File: src/hw/sdrisr_pkg.sv
package sdrisr_pkg;
	localparam int CLK_MHZ = 10;
	localparam int TIMER_W = 12;
	localparam int ADDR_W = 13;
	localparam int BA_W = 2;
	localparam int DQM_W = 2;
	// times in their own units
	localparam int PWRUP_US = 200;
	localparam int TRP_NS = 20;
	localparam int TRSC_NS = 14;
	localparam int TRFC_NS = 70;
	localparam int TRAS_NS = 45;
	localparam int TRC_NS = 63;
	localparam int TSRX_NS = 14;
	localparam int CLK_STABLE_NS = 300;
	// least times round up, never below one cycle
	function automatic int cyc_of(input int ns);
		int c;
		c = (ns * CLK_MHZ + 999) / 1000;
		return (c < 1) ? 1 : c;
	endfunction : cyc_of
	localparam int PWRUP_CYC = cyc_of(PWRUP_US * 1000);
	localparam int TRP_CYC = cyc_of(TRP_NS);
	localparam int TRSC_CYC = cyc_of(TRSC_NS);
	localparam int TRFC_CYC = cyc_of(TRFC_NS);
	localparam int TRAS_CYC = cyc_of(TRAS_NS);
	localparam int TRC_CYC = cyc_of(TRC_NS);
	localparam int TSRX_CYC = cyc_of(TSRX_NS);
	localparam int CLK_STABLE_CYC = cyc_of(CLK_STABLE_NS);
	localparam int SRX_CYC = (TRC_CYC > TSRX_CYC) ? TRC_CYC : TSRX_CYC;
	localparam int INIT_AREF_NUM = 2;
	localparam int BURST_AREF_NUM = 2048;
	localparam int PRE_ALL_BIT = 10;
	localparam logic [DQM_W-1:0] DQM_MASKED = 2'h3;
	localparam logic [DQM_W-1:0] DQM_OPEN = 2'h0;

	typedef enum logic [2:0] {
		CMD_NO_OPERATION = 3'h0,
		CMD_DESELECT = 3'h1,
		CMD_PRECHARGE_ALL = 3'h2,
		CMD_MODE_SET = 3'h3,
		CMD_AUTO_REFRESH = 3'h4,
		CMD_SELF_REFRESH = 3'h5
	} sdrisr_cmd_t;

	typedef enum logic [3:0] {
		ST_PWRUP = 4'h0,
		ST_PREALL = 4'h1,
		ST_WAIT_RP = 4'h3,
		ST_MRS = 4'h2,
		ST_WAIT_RSC = 4'h6,
		ST_INIT_AREF = 4'h7,
		ST_INIT_RFC = 4'h5,
		ST_IDLE = 4'h4,
		ST_PRE_AREF = 4'hc,
		ST_PRE_RFC = 4'hd,
		ST_SR_ENTER = 4'hf,
		ST_SR_HOLD = 4'he,
		ST_SR_CLKUP = 4'ha,
		ST_SR_EXIT = 4'hb,
		ST_POST_AREF = 4'h9,
		ST_POST_RFC = 4'h8
	} sdrisr_state_t;
endpackage : sdrisr_pkg

File: src/hw/sdrisr_ctrl.sv
`timescale 1ns/100ps
`default_nettype none
module sdrisr_ctrl
	import sdrisr_pkg::*;
(
	input wire logic clk,
	input wire logic sys_rst,
	input wire logic [ADDR_W-1:0] modeWord,
	input wire logic burstRefresh,
	input wire logic srEnterReq,
	input wire logic srExitReq,
	output logic ready,
	output logic initDone,
	output logic inSelfRefresh,
	output logic memClkRun,
	output logic memCke,
	output logic memCsN,
	output logic memRasN,
	output logic memCasN,
	output logic memWeN,
	output logic [BA_W-1:0] memBa,
	output logic [ADDR_W-1:0] memAddr,
	output logic [DQM_W-1:0] memDqm
);
	sdrisr_state_t state;
	sdrisr_state_t next_state;
	sdrisr_cmd_t next_cmd;
	logic [TIMER_W-1:0] refCnt;
	logic [TIMER_W-1:0] next_refCnt;
	logic enterPend;
	logic exitPend;
	logic timerLoad;
	logic [TIMER_W-1:0] timerVal;
	logic next_cke;
	logic next_clkRun;
	logic [ADDR_W-1:0] next_addr;
	wire logic timerDone;
	wire logic encCsN;
	wire logic encRasN;
	wire logic encCasN;
	wire logic encWeN;
	wire logic refLast;
	wire logic burstLast;
	wire logic srStates;
	wire logic initPhase;
	wire logic nextIdle;
	wire logic enterServed;
	wire logic exitServed;
	wire logic initEnd;

	sdrisr_timer u_timer (
		.clk(clk),
		.sys_rst(sys_rst),
		.load(timerLoad),
		.loadVal(timerVal),
		.done(timerDone)
	);

	sdrisr_cmd_enc u_enc (
		.cmd(next_cmd),
		.csN(encCsN),
		.rasN(encRasN),
		.casN(encCasN),
		.weN(encWeN)
	);

	// refCnt counts refreshes already issued in the current run
	assign refLast = (refCnt == TIMER_W'(INIT_AREF_NUM - 1));
	assign burstLast = (refCnt == TIMER_W'(BURST_AREF_NUM - 1));
	assign srStates = (state == ST_SR_ENTER) || (state == ST_SR_HOLD) ||
		(state == ST_SR_CLKUP);
	assign initPhase = (state == ST_PWRUP) || (state == ST_PREALL) ||
		(state == ST_WAIT_RP) || (state == ST_MRS) || (state == ST_WAIT_RSC) ||
		(state == ST_INIT_AREF) || (state == ST_INIT_RFC);
	assign nextIdle = (next_state == ST_IDLE);
	// a request arriving in the cycle it is served stays pending: set wins
	assign enterServed = (next_state == ST_SR_ENTER);
	assign exitServed = (next_state == ST_SR_CLKUP);
	assign initEnd = initPhase && nextIdle;

	always_comb begin
		next_state = state;
		next_cmd = CMD_NO_OPERATION;
		next_refCnt = refCnt;
		timerLoad = 1'b0;
		timerVal = '0;
		next_cke = 1'b1;
		next_clkRun = 1'b1;
		next_addr = '0;
		case (state)
			ST_PWRUP: begin
				// timer already runs the pause from reset
				if (timerDone) begin
					next_state = ST_PREALL;
				end
			end
			ST_PREALL: begin
				next_cmd = CMD_PRECHARGE_ALL;
				next_addr[PRE_ALL_BIT] = 1'b1;
				timerLoad = 1'b1;
				timerVal = TIMER_W'(TRP_CYC - 1);
				next_state = ST_WAIT_RP;
			end
			ST_WAIT_RP: begin
				if (timerDone) begin
					next_state = ST_MRS;
				end
			end
			ST_MRS: begin
				next_cmd = CMD_MODE_SET;
				next_addr = modeWord;
				timerLoad = 1'b1;
				timerVal = TIMER_W'(TRSC_CYC - 1);
				next_state = ST_WAIT_RSC;
			end
			ST_WAIT_RSC: begin
				if (timerDone) begin
					next_refCnt = '0;
					next_state = ST_INIT_AREF;
				end
			end
			ST_INIT_AREF: begin
				next_cmd = CMD_AUTO_REFRESH;
				timerLoad = 1'b1;
				timerVal = TIMER_W'(TRFC_CYC - 1);
				next_state = ST_INIT_RFC;
			end
			ST_INIT_RFC: begin
				if (timerDone) begin
					if (refLast) begin
						next_state = ST_IDLE;
					end else begin
						next_refCnt = refCnt + 1'b1;
						next_state = ST_INIT_AREF;
					end
				end
			end
			ST_IDLE: begin
				if (enterPend) begin
					next_refCnt = '0;
					next_state = burstRefresh ? ST_PRE_AREF : ST_SR_ENTER;
				end
			end
			ST_PRE_AREF: begin
				next_cmd = CMD_AUTO_REFRESH;
				timerLoad = 1'b1;
				timerVal = TIMER_W'(TRFC_CYC - 1);
				next_state = ST_PRE_RFC;
			end
			ST_PRE_RFC: begin
				if (timerDone) begin
					if (burstLast) begin
						next_state = ST_SR_ENTER;
					end else begin
						next_refCnt = refCnt + 1'b1;
						next_state = ST_PRE_AREF;
					end
				end
			end
			ST_SR_ENTER: begin
				// select, row and column strobes low, write strobe high, and cke low in the same cycle
				next_cmd = CMD_SELF_REFRESH;
				next_cke = 1'b0;
				timerLoad = 1'b1;
				timerVal = TIMER_W'(TRAS_CYC - 1);
				next_state = ST_SR_HOLD;
			end
			ST_SR_HOLD: begin
				// memory listens only to cke now, so the clock may stop
				next_cke = 1'b0;
				next_clkRun = 1'b0;
				next_cmd = CMD_DESELECT;
				if (timerDone && exitPend) begin
					// gate opens now, else the clock runs one cycle short before cke
					next_clkRun = 1'b1;
					timerLoad = 1'b1;
					timerVal = TIMER_W'(CLK_STABLE_CYC - 1);
					next_state = ST_SR_CLKUP;
				end
			end
			ST_SR_CLKUP: begin
				// clock runs again while cke is still low
				next_cke = 1'b0;
				next_cmd = CMD_DESELECT;
				if (timerDone) begin
					next_cke = 1'b1;
					timerLoad = 1'b1;
					timerVal = TIMER_W'(SRX_CYC - 1);
					next_state = ST_SR_EXIT;
				end
			end
			ST_SR_EXIT: begin
				// deselect keeps the memory quiet for the whole exit time
				next_cmd = CMD_DESELECT;
				if (timerDone) begin
					next_refCnt = '0;
					next_state = burstRefresh ? ST_POST_AREF : ST_IDLE;
				end
			end
			ST_POST_AREF: begin
				next_cmd = CMD_AUTO_REFRESH;
				timerLoad = 1'b1;
				timerVal = TIMER_W'(TRFC_CYC - 1);
				next_state = ST_POST_RFC;
			end
			ST_POST_RFC: begin
				if (timerDone) begin
					if (burstLast) begin
						next_state = ST_IDLE;
					end else begin
						next_refCnt = refCnt + 1'b1;
						next_state = ST_POST_AREF;
					end
				end
			end
			default: begin
				next_state = ST_PWRUP;
			end
		endcase
	end

	always_ff @(posedge clk or posedge sys_rst) begin
		if (sys_rst) begin
			state <= ST_PWRUP;
			refCnt <= '0;
		end else begin
			state <= next_state;
			refCnt <= next_refCnt;
		end
	end

	// requests are held until served; an exit request before entry is kept
	always_ff @(posedge clk or posedge sys_rst) begin
		if (sys_rst) begin
			enterPend <= 1'b0;
			exitPend <= 1'b0;
		end else begin
			enterPend <= srEnterReq || (enterPend && !enterServed);
			exitPend <= srExitReq || (exitPend && !exitServed);
		end
	end

	// pins idle at no-operation, cke high and mask high from reset
	always_ff @(posedge clk or posedge sys_rst) begin
		if (sys_rst) begin
			memCke <= 1'b1;
			memClkRun <= 1'b1;
			memCsN <= 1'b0;
			memRasN <= 1'b1;
			memCasN <= 1'b1;
			memWeN <= 1'b1;
			memBa <= '0;
			memAddr <= '0;
			memDqm <= DQM_MASKED;
		end else begin
			memCke <= next_cke;
			memClkRun <= next_clkRun;
			memCsN <= encCsN;
			memRasN <= encRasN;
			memCasN <= encCasN;
			memWeN <= encWeN;
			memBa <= '0;
			memAddr <= next_addr;
			// no data traffic here, so keep outputs masked whenever the next state is not idle
			memDqm <= nextIdle ? DQM_OPEN : DQM_MASKED;
		end
	end

	always_ff @(posedge clk or posedge sys_rst) begin
		if (sys_rst) begin
			ready <= 1'b0;
			initDone <= 1'b0;
			inSelfRefresh <= 1'b0;
		end else begin
			ready <= nextIdle;
			// sticky: a self refresh round trip does not repeat init
			initDone <= initDone || initEnd;
			inSelfRefresh <= srStates;
		end
	end
endmodule : sdrisr_ctrl
`default_nettype wire

File: src/hw/sdrisr_timer.sv
`timescale 1ns/100ps
`default_nettype none
module sdrisr_timer
	import sdrisr_pkg::*;
(
	input wire logic clk,
	input wire logic sys_rst,
	input wire logic load,
	input wire logic [TIMER_W-1:0] loadVal,
	output logic done
);
	logic [TIMER_W-1:0] cnt;
	wire logic [TIMER_W-1:0] next_cnt;

	// counting starts at reset so the power-up pause needs no command
	assign next_cnt = load ? loadVal : ((cnt == '0) ? cnt : cnt - 1'b1);
	// done ignores load: callers load on done, which would otherwise close a loop
	assign done = (cnt == '0);

	always_ff @(posedge clk or posedge sys_rst) begin
		if (sys_rst) begin
			cnt <= TIMER_W'(PWRUP_CYC - 1);
		end else begin
			cnt <= next_cnt;
		end
	end
endmodule : sdrisr_timer
`default_nettype wire

File: src/hw/sdrisr_cmd_enc.sv
`timescale 1ns/100ps
`default_nettype none
module sdrisr_cmd_enc
	import sdrisr_pkg::*;
(
	input wire sdrisr_cmd_t cmd,
	output logic csN,
	output logic rasN,
	output logic casN,
	output logic weN
);
	logic [3:0] pins;

	always_comb begin
		case (cmd)
			CMD_NO_OPERATION: pins = 4'h7;
			CMD_DESELECT: pins = 4'hf;
			CMD_PRECHARGE_ALL: pins = 4'h2;
			CMD_MODE_SET: pins = 4'h0;
			CMD_AUTO_REFRESH: pins = 4'h1;
			// write strobe high tells self refresh apart from mode set
			CMD_SELF_REFRESH: pins = 4'h1;
			default: pins = 4'hf;
		endcase
	end

	assign csN = pins[3];
	assign rasN = pins[2];
	assign casN = pins[1];
	assign weN = pins[0];
endmodule : sdrisr_cmd_enc
`default_nettype wire

File: config.mk
export PLATFORM = sky130hd
export DESIGN_NAME = sdrisr_ctrl
export DESIGN_NICKNAME = d
export VERILOG_FILES = /design/src/hw/sdrisr_pkg.sv /design/src/hw/sdrisr_ctrl.sv /design/src/hw/sdrisr_timer.sv /design/src/hw/sdrisr_cmd_enc.sv
export SDC_FILE = /design/constraint.sdc
export NUM_CORES = 1
export LEC_CHECK = 0
export BUFFER_PORTS_ARGS = -buffer_cell sky130_fd_sc_hd__buf_2
export CAP_MARGIN = 20
export CORE_MARGIN = 2
export CORE_UTILIZATION = 58
export DETAILED_ROUTE_END_ITERATION = 10
export GPL_ROUTABILITY_DRIVEN = 1
export PLACE_DENSITY = 0.88
export SETUP_SLACK_MARGIN = 0.02
export SYNTH_ARGS = -nofsm -noshare
export SYNTH_HDL_FRONTEND = slang
export SYNTH_HIERARCHICAL = 1
export SYNTH_SLANG_ARGS = --single-unit
File: constraint.sdc
create_clock -name clk -period 8.1 [get_ports clk]
set_input_delay 0.81 -clock clk [delete_from_list [all_inputs] [get_ports clk]]
set_output_delay 0.81 -clock clk [all_outputs]
set_load 0.005 [all_outputs]
==> results of run 1 <==
[critical path: stages, from the launching register on]
cell and delay, ns:
dfrtp_1 0.43, nor4_4 0.45, and3_4 0.45, nand3_1 0.11, or4_4 0.45, a31oi_4 0.25, a31o_2 0.21, inv_2 0.06
or3_1 0.36
[layout make-up]
class / instances / area (µm²) / share of cell area
Multi-Input combinational cell: 238 / 1560 / 0.461
Clock buffer: 5 / 68.8 / 0.0203
Sequential cell: 53 / 1350 / 0.397
Clock inverter: 3 / 26.3 / 0.00775
Timing Repair Buffer: 47 / 250 / 0.0738
Tap cell: 70 / 87.6 / 0.0258
Inverter: 13 / 48.8 / 0.0144
[power by group]
part           switching [µW]  total [µW]  internal [µW]  leakage (µW)
logic                    97.8         180           81.9      0.000755
registers                45.0         364            319      0.000649
clock network            89.5         153           63.1     0.0000487
total                     232         696            464       0.00145
[worst max-delay path by stage]
stage,from,to,slack [ns],cells past startpoint
final,u_timer/cnt[4]$_DFFE_PP0P_,memDqm[0]$_DFF_PP1_,5.24,8
after global routing,u_timer/cnt[0]$_DFFE_PP1P_,memDqm[0]$_DFF_PP1_,5.04,9
after CTS,u_timer/cnt[4]$_DFFE_PP0P_,memDqm[0]$_DFF_PP1_,5.24,8
after detailed placement,u_timer/cnt[4]$_DFFE_PP0P_,memDqm[0]$_DFF_PP1_,5.25,8
after global placement,u_timer/cnt[4]$_DFFE_PP0P_,memDqm[0]$_DFF_PP1_,5.34,8
after floorplan,u_timer/cnt[4]$_DFFE_PP0P_,memDqm[0]$_DFF_PP1_,5.51,9
[flip-flops by register name (all words and copies together) (netlist names), 4 cells and up]
register and cells:
memAddr 13, refCnt 12, state 4, u_timer/cnt 12
[per-layer routing]
layer	vias to the layer above	GRT usage	share of wire
met5	-	0	0
met3	18	0.0450	0.059
met1	1242	0.303	0.43
met4	0	0.0836	0.019
li1	1235	-	-
met2	96	0.380	0.50
[cells in the final DEF (no fill, tap or decap), types with 3 or more instances in the layout]
| cell | synthesis | final |
|---|---|---|
| mux2_2 | 3 | 3 |
| nor3b_1 | 3 | 3 |
| o41ai_1 | 11 | 11 |
| xor2_1 | 7 | 7 |
| nand2b_1 | 7 | 7 |
| conb_1 | 1 | 13 |
| clkbuf_8 | 0 | 5 |
| o21ai_0 | 7 | 7 |
| or3_1 | 4 | 4 |
| xnor2_1 | 5 | 5 |
| nor2_1 | 18 | 18 |
| or2_2 | 3 | 3 |
| inv_1 | 12 | 12 |
| o31ai_1 | 16 | 16 |
| buf_2 | 5 | 41 |
| nor3_1 | 12 | 12 |
| a211oi_1 | 5 | 5 |
| buf_4 | 3 | 6 |
| dfrtp_1 | 38 | 38 |
| ha_1 | 4 | 4 |
| a21oi_1 | 9 | 9 |
| a31oi_1 | 7 | 7 |
| nand3_1 | 10 | 10 |
| nor2b_1 | 7 | 7 |
| dfstp_2 | 15 | 15 |
| and3_1 | 13 | 13 |
| nand4b_1 | 4 | 4 |
| nand2_1 | 27 | 27 |
[Yosys cell counts (3+ instances only)]
master	count	area (µm²)
a31oi_1	7	43.8
a21oi_1	9	45.0
nand2_1	27	101
buf_2	5	25.0
or3_1	4	25.0
o31ai_1	16	120
nand2b_1	7	43.8
dfstp_2	15	394
ha_1	4	50.1
dfrtp_1	38	951
nor2b_1	7	43.8
clkbuf_1	15	56.3
nand3_1	10	50.1
or2_2	3	18.8
o21ai_0	7	35.0
nor3b_1	3	22.5
xnor2_1	5	43.8
and3_1	13	81.3
xor2_1	7	61.3
buf_4	3	22.5
o41ai_1	11	96.3
nand4b_1	4	35.0
nor2_1	18	67.6
mux2_2	3	33.8
inv_1	12	45.0
nor3_1	12	60.1
a211oi_1	5	37.5
[cells by family (layout without fill, tap and decap cells)]
group                      count (synthesis)  after routing  synth area share
AOI/OAI and AO/OA                         82             82             0.204
and+or+nand+nor                          122            122             0.224
xor gates and xnor gates                  12             12            0.0344
muxes                                      5              5            0.0176
DFF                                       53             53             0.441
other                                      1             13           0.00123
adders and majority gates                  4              4            0.0164
buffers and inverters                     39             68            0.0615
[metrics by stage]
| step | instance area [µm²] | power (µW) |
|---|---|---|
| floorplan | 3100 | 502 |
| global placement | 3300 | 536 |
| detailed placement | 3300 | 547 |
| CTS | 3390 | 703 |
| global route | 3390 | 742 |
| finish | 3390 | 696 |
==> impl_metrics.env, run 1 <==
export IMPL_num_vias=2591
export IMPL_hold_path_class="reg2reg"
export IMPL_hold_viol=0
export IMPL_grt_pass1_wl_mm=11.1
export IMPL_gr_usage_all_layers=0.230
export IMPL_cp_arrival_ns=3.10
export IMPL_finalMaxSlewViolations=0
export IMPL_cts_tree="built"
export IMPL_worstHoldStart="initDone$_DFF_PP0_"
export IMPL_via_per_inst=6.04
export IMPL_antenna_found_initial=0
export IMPL_grt_setup_unrepaired="false"
export IMPL_io_buffers=41
export IMPL_drive_above_1_share=0.245
export IMPL_setup_violations_final=0
export IMPL_cts_sinks=53
export IMPL_critPathRequiredTime_ns=8.34
export IMPL_final_fill_count=414
export IMPL_ios=44
export IMPL_nets=380
export IMPL_worst_hold_slack_ns=0.467
export IMPL_drt_iter0_drc=164
export IMPL_netlist_area_um2=3050
export IMPL_drv_cap=0
export IMPL_die_y_um=76.5
export IMPL_fin_skew_ns=0.00502
export IMPL_gr_total_overflow=0
export IMPL_ys_types=65
export IMPL_powerDensity_nw_per_um2=205
export IMPL_r2r_start="u_timer/cnt[4]$_DFFE_PP0P_"
export IMPL_relSlewSlack=0.439
export IMPL_preCtsSetupSlack_ns=5.25
export IMPL_ys_flop_type="dfrtp_1"
export IMPL_dpl_hpwl_mm=4.43
export IMPL_rrSetupSlack_ns=5.24
export IMPL_synth_seq_cells=53
export IMPL_diodes=0
export IMPL_grt_pass1_vias=2436
export IMPL_clk_latency_ns=0.31
export IMPL_cts_buffers=5
export IMPL_clk_pin_slew_ns=0.09
export IMPL_routedWlPerCell_um=14.8
export IMPL_wl_mm=6.37
export IMPL_initial_core_util=0.598
export IMPL_synthArstFlopShare=1.00
export IMPL_synth_edf_count=0
export IMPL_synth_avg_cell_area_um2=9.60
export IMPL_ff2ff_path_depth=8
export IMPL_setup_worst_path_end_class="register"
export IMPL_whs_endpoint="initDone$_DFF_PP0_"
export IMPL_cts_resized_gates=0
export IMPL_dr_pass1_iters=5
export IMPL_drc=0
export IMPL_cts_root_buf="clkbuf_8"
export IMPL_row_count=26
export IMPL_worstSetupPathType="reg2reg"
export IMPL_htree_num_levels=2
export IMPL_hold_depth=2
export IMPL_r2r_end="memDqm[0]$_DFF_PP1_"
export IMPL_period_share=0.353
export IMPL_syn_inst=318
export IMPL_ant_nets=0
export IMPL_placed_cells=421
export IMPL_die_area_um2=5860
export IMPL_synth_seq_area_share=0.441
export IMPL_grt_max_degree=42
export IMPL_core_um2=5110
export IMPL_clock_path_buffers=2
export IMPL_instances_no_fill=429
export IMPL_layout_min_cycle_time_ns=2.86
export IMPL_cts_hold_buffers=0
export IMPL_die_x_um=76.5
export IMPL_fin_util=0.664
export IMPL_startpoint_type="register"
export IMPL_worst_slack_ns=5.24
export IMPL_leakage_uw=0.00145
export IMPL_syn_to_final_growth_pct=11.1
export IMPL_ir_drop_mv=0.0920
export IMPL_tns_ns=0
export IMPL_post_cts_setup_buffer_count=0
export IMPL_fmax_mhz=350
export IMPL_yosysWarnings=6
export IMPL_path_max_fanout=24
export IMPL_gp_congestion=0.867
export IMPL_worst_pin_slew_ns=0.840
export IMPL_status="finished clean"
Power figures use the tool's default switching activity.
==> inputs of run 2 (changes only) <==
--- a/config.mk
+++ b/config.mk
@@ -8,10 +8,10 @@
 export BUFFER_PORTS_ARGS = -buffer_cell sky130_fd_sc_hd__buf_2
 export CAP_MARGIN = 20
 export CORE_MARGIN = 2
-export CORE_UTILIZATION = 58
+export CORE_UTILIZATION = 52
 export DETAILED_ROUTE_END_ITERATION = 10
 export GPL_ROUTABILITY_DRIVEN = 1
-export PLACE_DENSITY = 0.88
+export PLACE_DENSITY = 0.83
 export SETUP_SLACK_MARGIN = 0.02
 export SYNTH_ARGS = -nofsm -noshare
 export SYNTH_HDL_FRONTEND = slang
==> constraint.sdc (replaced) <==
create_clock -name clk -period 2.3 [get_ports clk]
set_input_delay 0.23 -clock clk [delete_from_list [all_inputs] [get_ports clk]]
set_output_delay 0.23 -clock clk [all_outputs]
set_load 0.005 [all_outputs]
==> run 2 against run 1 <==
The flow now finishes with violations (negative setup slack). Cell area is 27% higher. Core utilization is 11 points higher. Die area is 11% higher. Clock skew is 0.0035 ns higher. Cell count is 14% higher. First-iteration DRC count is 32% higher. Largest power group is now combinational cells. Highest routed layer unchanged.
==> impl_metrics.env, run 2 (synthesis results as in run 1) <==
export IMPL_status="finished, violations left"
export IMPL_violations="negative setup slack"
export IMPL_dpl_hpwl_mm=5.50
export IMPL_antenna_found_initial=0
export IMPL_startpoint_type="register"
export IMPL_largest_register_ff_count=13
export IMPL_setup_worst_path_end_class="register"
export IMPL_layout_commonest_cell="buf_4"
export IMPL_clk_latency_ns=0.31
export IMPL_ios=44
export IMPL_path_max_fanout=6
export IMPL_die_y_um=80.6
export IMPL_drive_above_1_share=0.441
export IMPL_period_share=1.07
export IMPL_worstSetupPathDepth=13
export IMPL_worst_pin_slew_ns=0.669
export IMPL_gr_total_overflow=0
export IMPL_powerDensity_nw_per_um2=741
export IMPL_reg_largest_list="memAddr (13), refCnt (12), u_timer/cnt (12)"
export IMPL_drc=0
export IMPL_drv_cap=0
export IMPL_layout_min_cycle_time_ns=2.47
export IMPL_via_per_inst=5.99
export IMPL_fin_skew_ns=0.00853
export IMPL_initial_core_util=0.547
export IMPL_core_um2=5570
export IMPL_finalMaxSlewViolations=0
export IMPL_die_x_um=80.6
export IMPL_setup_violations_final=19
export IMPL_fmax_mhz=406
export IMPL_gr_usage_all_layers=0.262
export IMPL_r2r_start="u_timer/cnt[0]$_DFFE_PP1P_"
export IMPL_gp_congestion=0.992
export IMPL_routedWlPerCell_um=18.8
export IMPL_place_area_um2=3680
export IMPL_leakage_uw=0.00184
export IMPL_worst_slack_ns=-0.166
export IMPL_ff2ff_path_depth=13
export IMPL_die_area_um2=6500
export IMPL_final_cell_mix="47 x buf_4, 42 x buf_2, 37 x dfrtp_1"
export IMPL_cts_tree="built"
export IMPL_num_vias=2930
export IMPL_rrSetupSlack_ns=-0.17
export IMPL_cp_arrival_ns=2.68
export IMPL_final_fill_count=358
export IMPL_path_delay_family="compound AO/OA/AOI/OAI gates"
export IMPL_htree_num_levels=2
export IMPL_nets=438
export IMPL_grt_max_degree=42
export IMPL_preCtsSetupSlack_ns=-0.176
export IMPL_ir_drop_mv=0.649
export IMPL_path_cells="inv_4 > ha_4 > nor3b_4 > and3_4 > buf_4 > buf_6 > o22ai_2 > nand2_1 > a31oi_2 > a21oi_4 > buf_12 > buf_12 > o31ai_4"
export IMPL_crit_start="u_timer/cnt[0]$_DFFE_PP1P_"
export IMPL_fin_util=0.770
export IMPL_dr_pass1_iters=5
export IMPL_ant_nets=0
export IMPL_final_cell_area_um2=4290
export IMPL_grt_setup_unrepaired="true"
export IMPL_cts_root_buf="clkbuf_8"
export IMPL_critPathRequiredTime_ns=2.51
export IMPL_worstSetupPathType="reg2reg"
export IMPL_grt_pass1_wl_mm=13.2
export IMPL_diodes=0
export IMPL_grt_pass1_vias=2767
export IMPL_syn_to_final_growth_pct=40.6
export IMPL_path_buf_inv=5
export IMPL_worstHoldStart="modeWord[12]"
export IMPL_clock_path_buffers=2
export IMPL_hold_path_class="in2reg"
export IMPL_cts_sinks=53
export IMPL_cts_buffers=5
export IMPL_cpPeakStageDelay_ns=0.57
export IMPL_row_count=27
export IMPL_path_common_cell="buf_12"
export IMPL_slowest_stage="dfstp_2"
export IMPL_hold_viol=0
export IMPL_largest_register="memAddr"
export IMPL_io_buffers=41
export IMPL_clk_pin_slew_ns=0.10
export IMPL_wl_mm=9.18
export IMPL_relSlewSlack=0.551
export IMPL_drt_iter0_drc=216
export IMPL_hold_depth=2
[run 2: worst paths after layout]
check | to
max in group asynchronous | memCke$_DFF_PP1_
hold / removal | memAddr[12]$_DFF_PP0_
hold reg to reg | initDone$_DFF_PP0_
setup / recovery | u_timer/cnt[11]$_DFFE_PP0P_
min in group asynchronous | u_timer/cnt[5]$_DFFE_PP0P_
setup reg to reg | u_timer/cnt[11]$_DFFE_PP0P_
[run 2: final cells by class]
class | instances | area (µm²) | area share
multi-input cells | 239 | 1930 | 0.450
flip-flops and latches | 53 | 1350 | 0.314
repair buffers | 104 | 778 | 0.181
well taps | 72 | 90.1 | 0.0210
clock buffers | 5 | 68.8 | 0.0160
inverters | 13 | 53.8 | 0.0125
clock inverters | 3 | 25.0 | 0.00583
[run 2: worst register-to-register path: stages (launching register included)]
cell	delay (ns)
dfstp_2	0.57
inv_4	0.05
ha_4	0.16
nor3b_4	0.15
and3_4	0.17
buf_4	0.13
buf_6	0.12
o22ai_2	0.12
nand2_1	0.08
a31oi_2	0.23
a21oi_4	0.09
buf_12	0.17
buf_12	0.13
o31ai_4	0.21
[run 2: layer usage]
| metal | routed length (µm) | track usage | part of all wire | vias up |
|---|---|---|---|---|
| li1 | - | - | - | 1350 |
| met1 | 3640 | 0.329 | 0.40 | 1440 |
| met2 | 4840 | 0.467 | 0.53 | 116 |
| met3 | 439 | 0.0360 | 0.048 | 24 |
| met4 | 269 | 0.0780 | 0.029 | 0 |
| met5 | 0 | 0 | 0 | - |
[run 2: where the power goes]
group / switching [µW] / internal (µW) / total, µW
Clock: 329 / 223 / 551
Combinational: 651 / 712 / 1360
Sequential: 140 / 1120 / 1270
[run 2: stage by stage]
stage / setup TNS [ns] / hold WS (ns) / std cells / power [µW]
4_1_cts: -0.203 / 0.137 / 479 / 2790
5_1_grt: -3.57 / 0.137 / 489 / 3330
6_report: -1.42 / 0.142 / 489 / 3180
3_5_place_dp: -0.979 / 0.271 / 466 / 2150
3_3_place_gp: -0.196 / 0.262 / 466 / 2100
2_1_floorplan: -0.999 / 0.0883 / 330 / 1790
[run 2: timing repair]
item	in CTS	in global routing
pin swaps	2	18
setup endpoints to repair	19	26
hold buffers	1	0
cloned	1	1
resized for setup	18	51
setup buffers	3	9
hold endpoints to repair	3	0
==> inputs of run 3 (changes only) <==
--- a/config.mk
+++ b/config.mk
@@ -7,7 +7,7 @@
 export LEC_CHECK = 0
 export BUFFER_PORTS_ARGS = -buffer_cell sky130_fd_sc_hd__buf_2
 export CAP_MARGIN = 20
-export CORE_MARGIN = 2
+export CORE_MARGIN = 5
 export CORE_UTILIZATION = 52
 export DETAILED_ROUTE_END_ITERATION = 10
 export GPL_ROUTABILITY_DRIVEN = 1
==> run 3 against run 2 <==
The run still ends with negative setup slack left. Global-route usage decreased by 4.1 points. Sequential share of layout area is 0.48 points lower. Die area increased by 15%. Clock power grew 19%. Non-clock buffer count up 8. Wire length rose by 0.36%. Maximum frequency rose by 0.68%. Cell count increased by 2.0%. Sequential cell count did not move.
==> impl_metrics.env, run 3 (synthesis results as in run 1) <==
export IMPL_layout_min_cycle_time_ns=2.45
export IMPL_relSlewSlack=0.606
export IMPL_setup_violations_final=22
export IMPL_clock_path_buffers=2
export IMPL_grt_max_degree=42
export IMPL_multi_input_area_um2=1970
export IMPL_reg_largest_list="memAddr (13), refCnt (12), u_timer/cnt (12)"
export IMPL_ir_drop_mv=0.570
export IMPL_drv_cap=0
export IMPL_die_area_um2=7500
export IMPL_period_share=1.06
export IMPL_gr_total_overflow=0
export IMPL_hold_viol=0
export IMPL_cts_buffers=5
export IMPL_powerDensity_nw_per_um2=743
export IMPL_wl_met1_mm=3.54
export IMPL_layout_commonest_cell="buf_4"
export IMPL_dpl_hpwl_mm=5.48
export IMPL_leakage_uw=0.00196
export IMPL_fin_skew_ns=0.0144
export IMPL_num_vias=2990
export IMPL_ant_nets=0
export IMPL_worstSetupPathType="reg2reg"
export IMPL_preCtsSetupSlack_ns=-0.156
export IMPL_worst_pin_slew_ns=0.583
export IMPL_grt_setup_unrepaired="true"
export IMPL_fmax_mhz=408
export IMPL_htree_num_levels=2
export IMPL_worst_hold_slack_ns=0.135
export IMPL_nets=445
export IMPL_startpoint_type="register"
export IMPL_routedWlPerCell_um=18.5
export IMPL_diodes=0
export IMPL_slowest_stage="or4_4"
export IMPL_total_power_uw=3240
export IMPL_ios=44
export IMPL_core_um2=5820
export IMPL_largest_register_ff_count=13
export IMPL_worst_slack_ns=-0.149
export IMPL_die_x_um=86.6
export IMPL_row_count=28
export IMPL_final_fill_count=381
export IMPL_io_buffers=41
export IMPL_cpPeakStageDelay_ns=0.47
export IMPL_path_max_fanout=5
export IMPL_routed_top_layer="met4"
export IMPL_initial_core_util=0.525
export IMPL_placed_cells=477
export IMPL_cp_arrival_ns=2.71
export IMPL_antenna_found_initial=0
export IMPL_gp_congestion=0.932
export IMPL_drt_iter0_drc=212
export IMPL_path_cells="inv_2 > ha_4 > nor3b_4 > and3_4 > nand3_2 > or4_4 > a31oi_4 > a31o_4 > inv_4 > or3_1"
export IMPL_hold_path_class="in2reg"
export IMPL_gr_usage_all_layers=0.221
export IMPL_grt_pass1_vias=2864
export IMPL_regArea_um2=1350
export IMPL_die_y_um=86.6
export IMPL_setup_worst_path_end_class="register"
export IMPL_cts_sinks=53
export IMPL_violations="negative setup slack"
export IMPL_syn_to_final_growth_pct=42.8
export IMPL_wl_mm=9.22
export IMPL_grt_pass1_wl_mm=13.3
export IMPL_cts_root_buf="clkbuf_8"
export IMPL_tns_ns=-1.26
export IMPL_status="finished, violations left"
export IMPL_finalMaxSlewViolations=0
export IMPL_route_met3_wl_um=496
export IMPL_via_per_inst=5.99
export IMPL_clk_pin_slew_ns=0.11
export IMPL_largest_register="memAddr"
export IMPL_final_cell_mix="60 x buf_4, 42 x buf_2, 37 x dfrtp_1"
export IMPL_critPathRequiredTime_ns=2.56
export IMPL_met2_length_mm=4.97
export IMPL_clk_latency_ns=0.32
export IMPL_cts_tree="built"
export IMPL_drc=0
export IMPL_dr_pass1_iters=5
export IMPL_instances_no_fill=499
export IMPL_drive_above_1_share=0.469
==> run 3: cell count changes in the layout (fill, tap and decap cells not counted), sizes merged <==
cell,delta
inv,-1
buf,+8
bufinv,+1
clkinv,+1
clkinvlp,-1
and3,-1
==> run 3: area by class of cell <==
class,count,share of cell area
Timing Repair Buffer,112,0.180
Clock inverter,3,0.0100
Inverter,13,0.0118
Multi-Input combinational cell,238,0.452
Clock buffer,5,0.0158
Tap cell,75,0.0215
Sequential cell,53,0.309
==> run 3: power by group <==
group,leakage [µW],total (µW),switching [µW],internal (µW)
combinational,0.00125,1310,626,687
sequential,0.000649,1270,146,1120
clock,0.0000585,657,330,327
==> run 3: stage by stage <==
step / util / cell area [µm²]
6_report: 0.749 / 4360
5_1_grt: 0.749 / 4360
4_1_cts: 0.688 / 4000
3_5_place_dp: 0.637 / 3710
3_3_place_gp: 0.637 / 3710
2_1_floorplan: - / 3140
==> run 3: critical path: cells and delay by family, from the launching register on <==
kind	cells	cell delay (ns)
buf+inv	2	0.12
fa+ha+maj	1	0.13
compound gates	2	0.40
simple gates	5	1.33
flops	1	0.39
==> run 3: routing by layer <==
layer | GRT usage | up-vias
met3 | 0.0542 | 28
met2 | 0.394 | 116
li1 | - | 1370
met5 | 0 | -
met1 | 0.262 | 1476
met4 | 0.0694 | 0
==> run 3: timing repair <==
action                     CTS  global route
hold endpoints to repair     3             0
pin swaps                    5            17
setup buffers                5             7
gates resized for setup     26            54
setup endpoints to repair   20            25
hold buffers                 1             0
cloned                       0             1
==> run 3: worst paths after layout <==
kind	slack [ns]	from	to	depth (start not counted)
worst min register to register	0.48	initDone$_DFF_PP0_	initDone$_DFF_PP0_	2
worst min-delay path	0.13	modeWord[12]	memAddr[12]$_DFF_PP0_	2
worst max-delay path	-0.15	u_timer/cnt[1]$_DFFE_PP1P_	memDqm[0]$_DFF_PP1_	10
min in group asynchronous	0.47	sys_rst	u_timer/cnt[5]$_DFFE_PP0P_	3
worst max register to register	-0.15	u_timer/cnt[1]$_DFFE_PP1P_	memDqm[0]$_DFF_PP1_	10
max in group asynchronous	1.31	sys_rst	state[2]$_DFF_PP0_	4
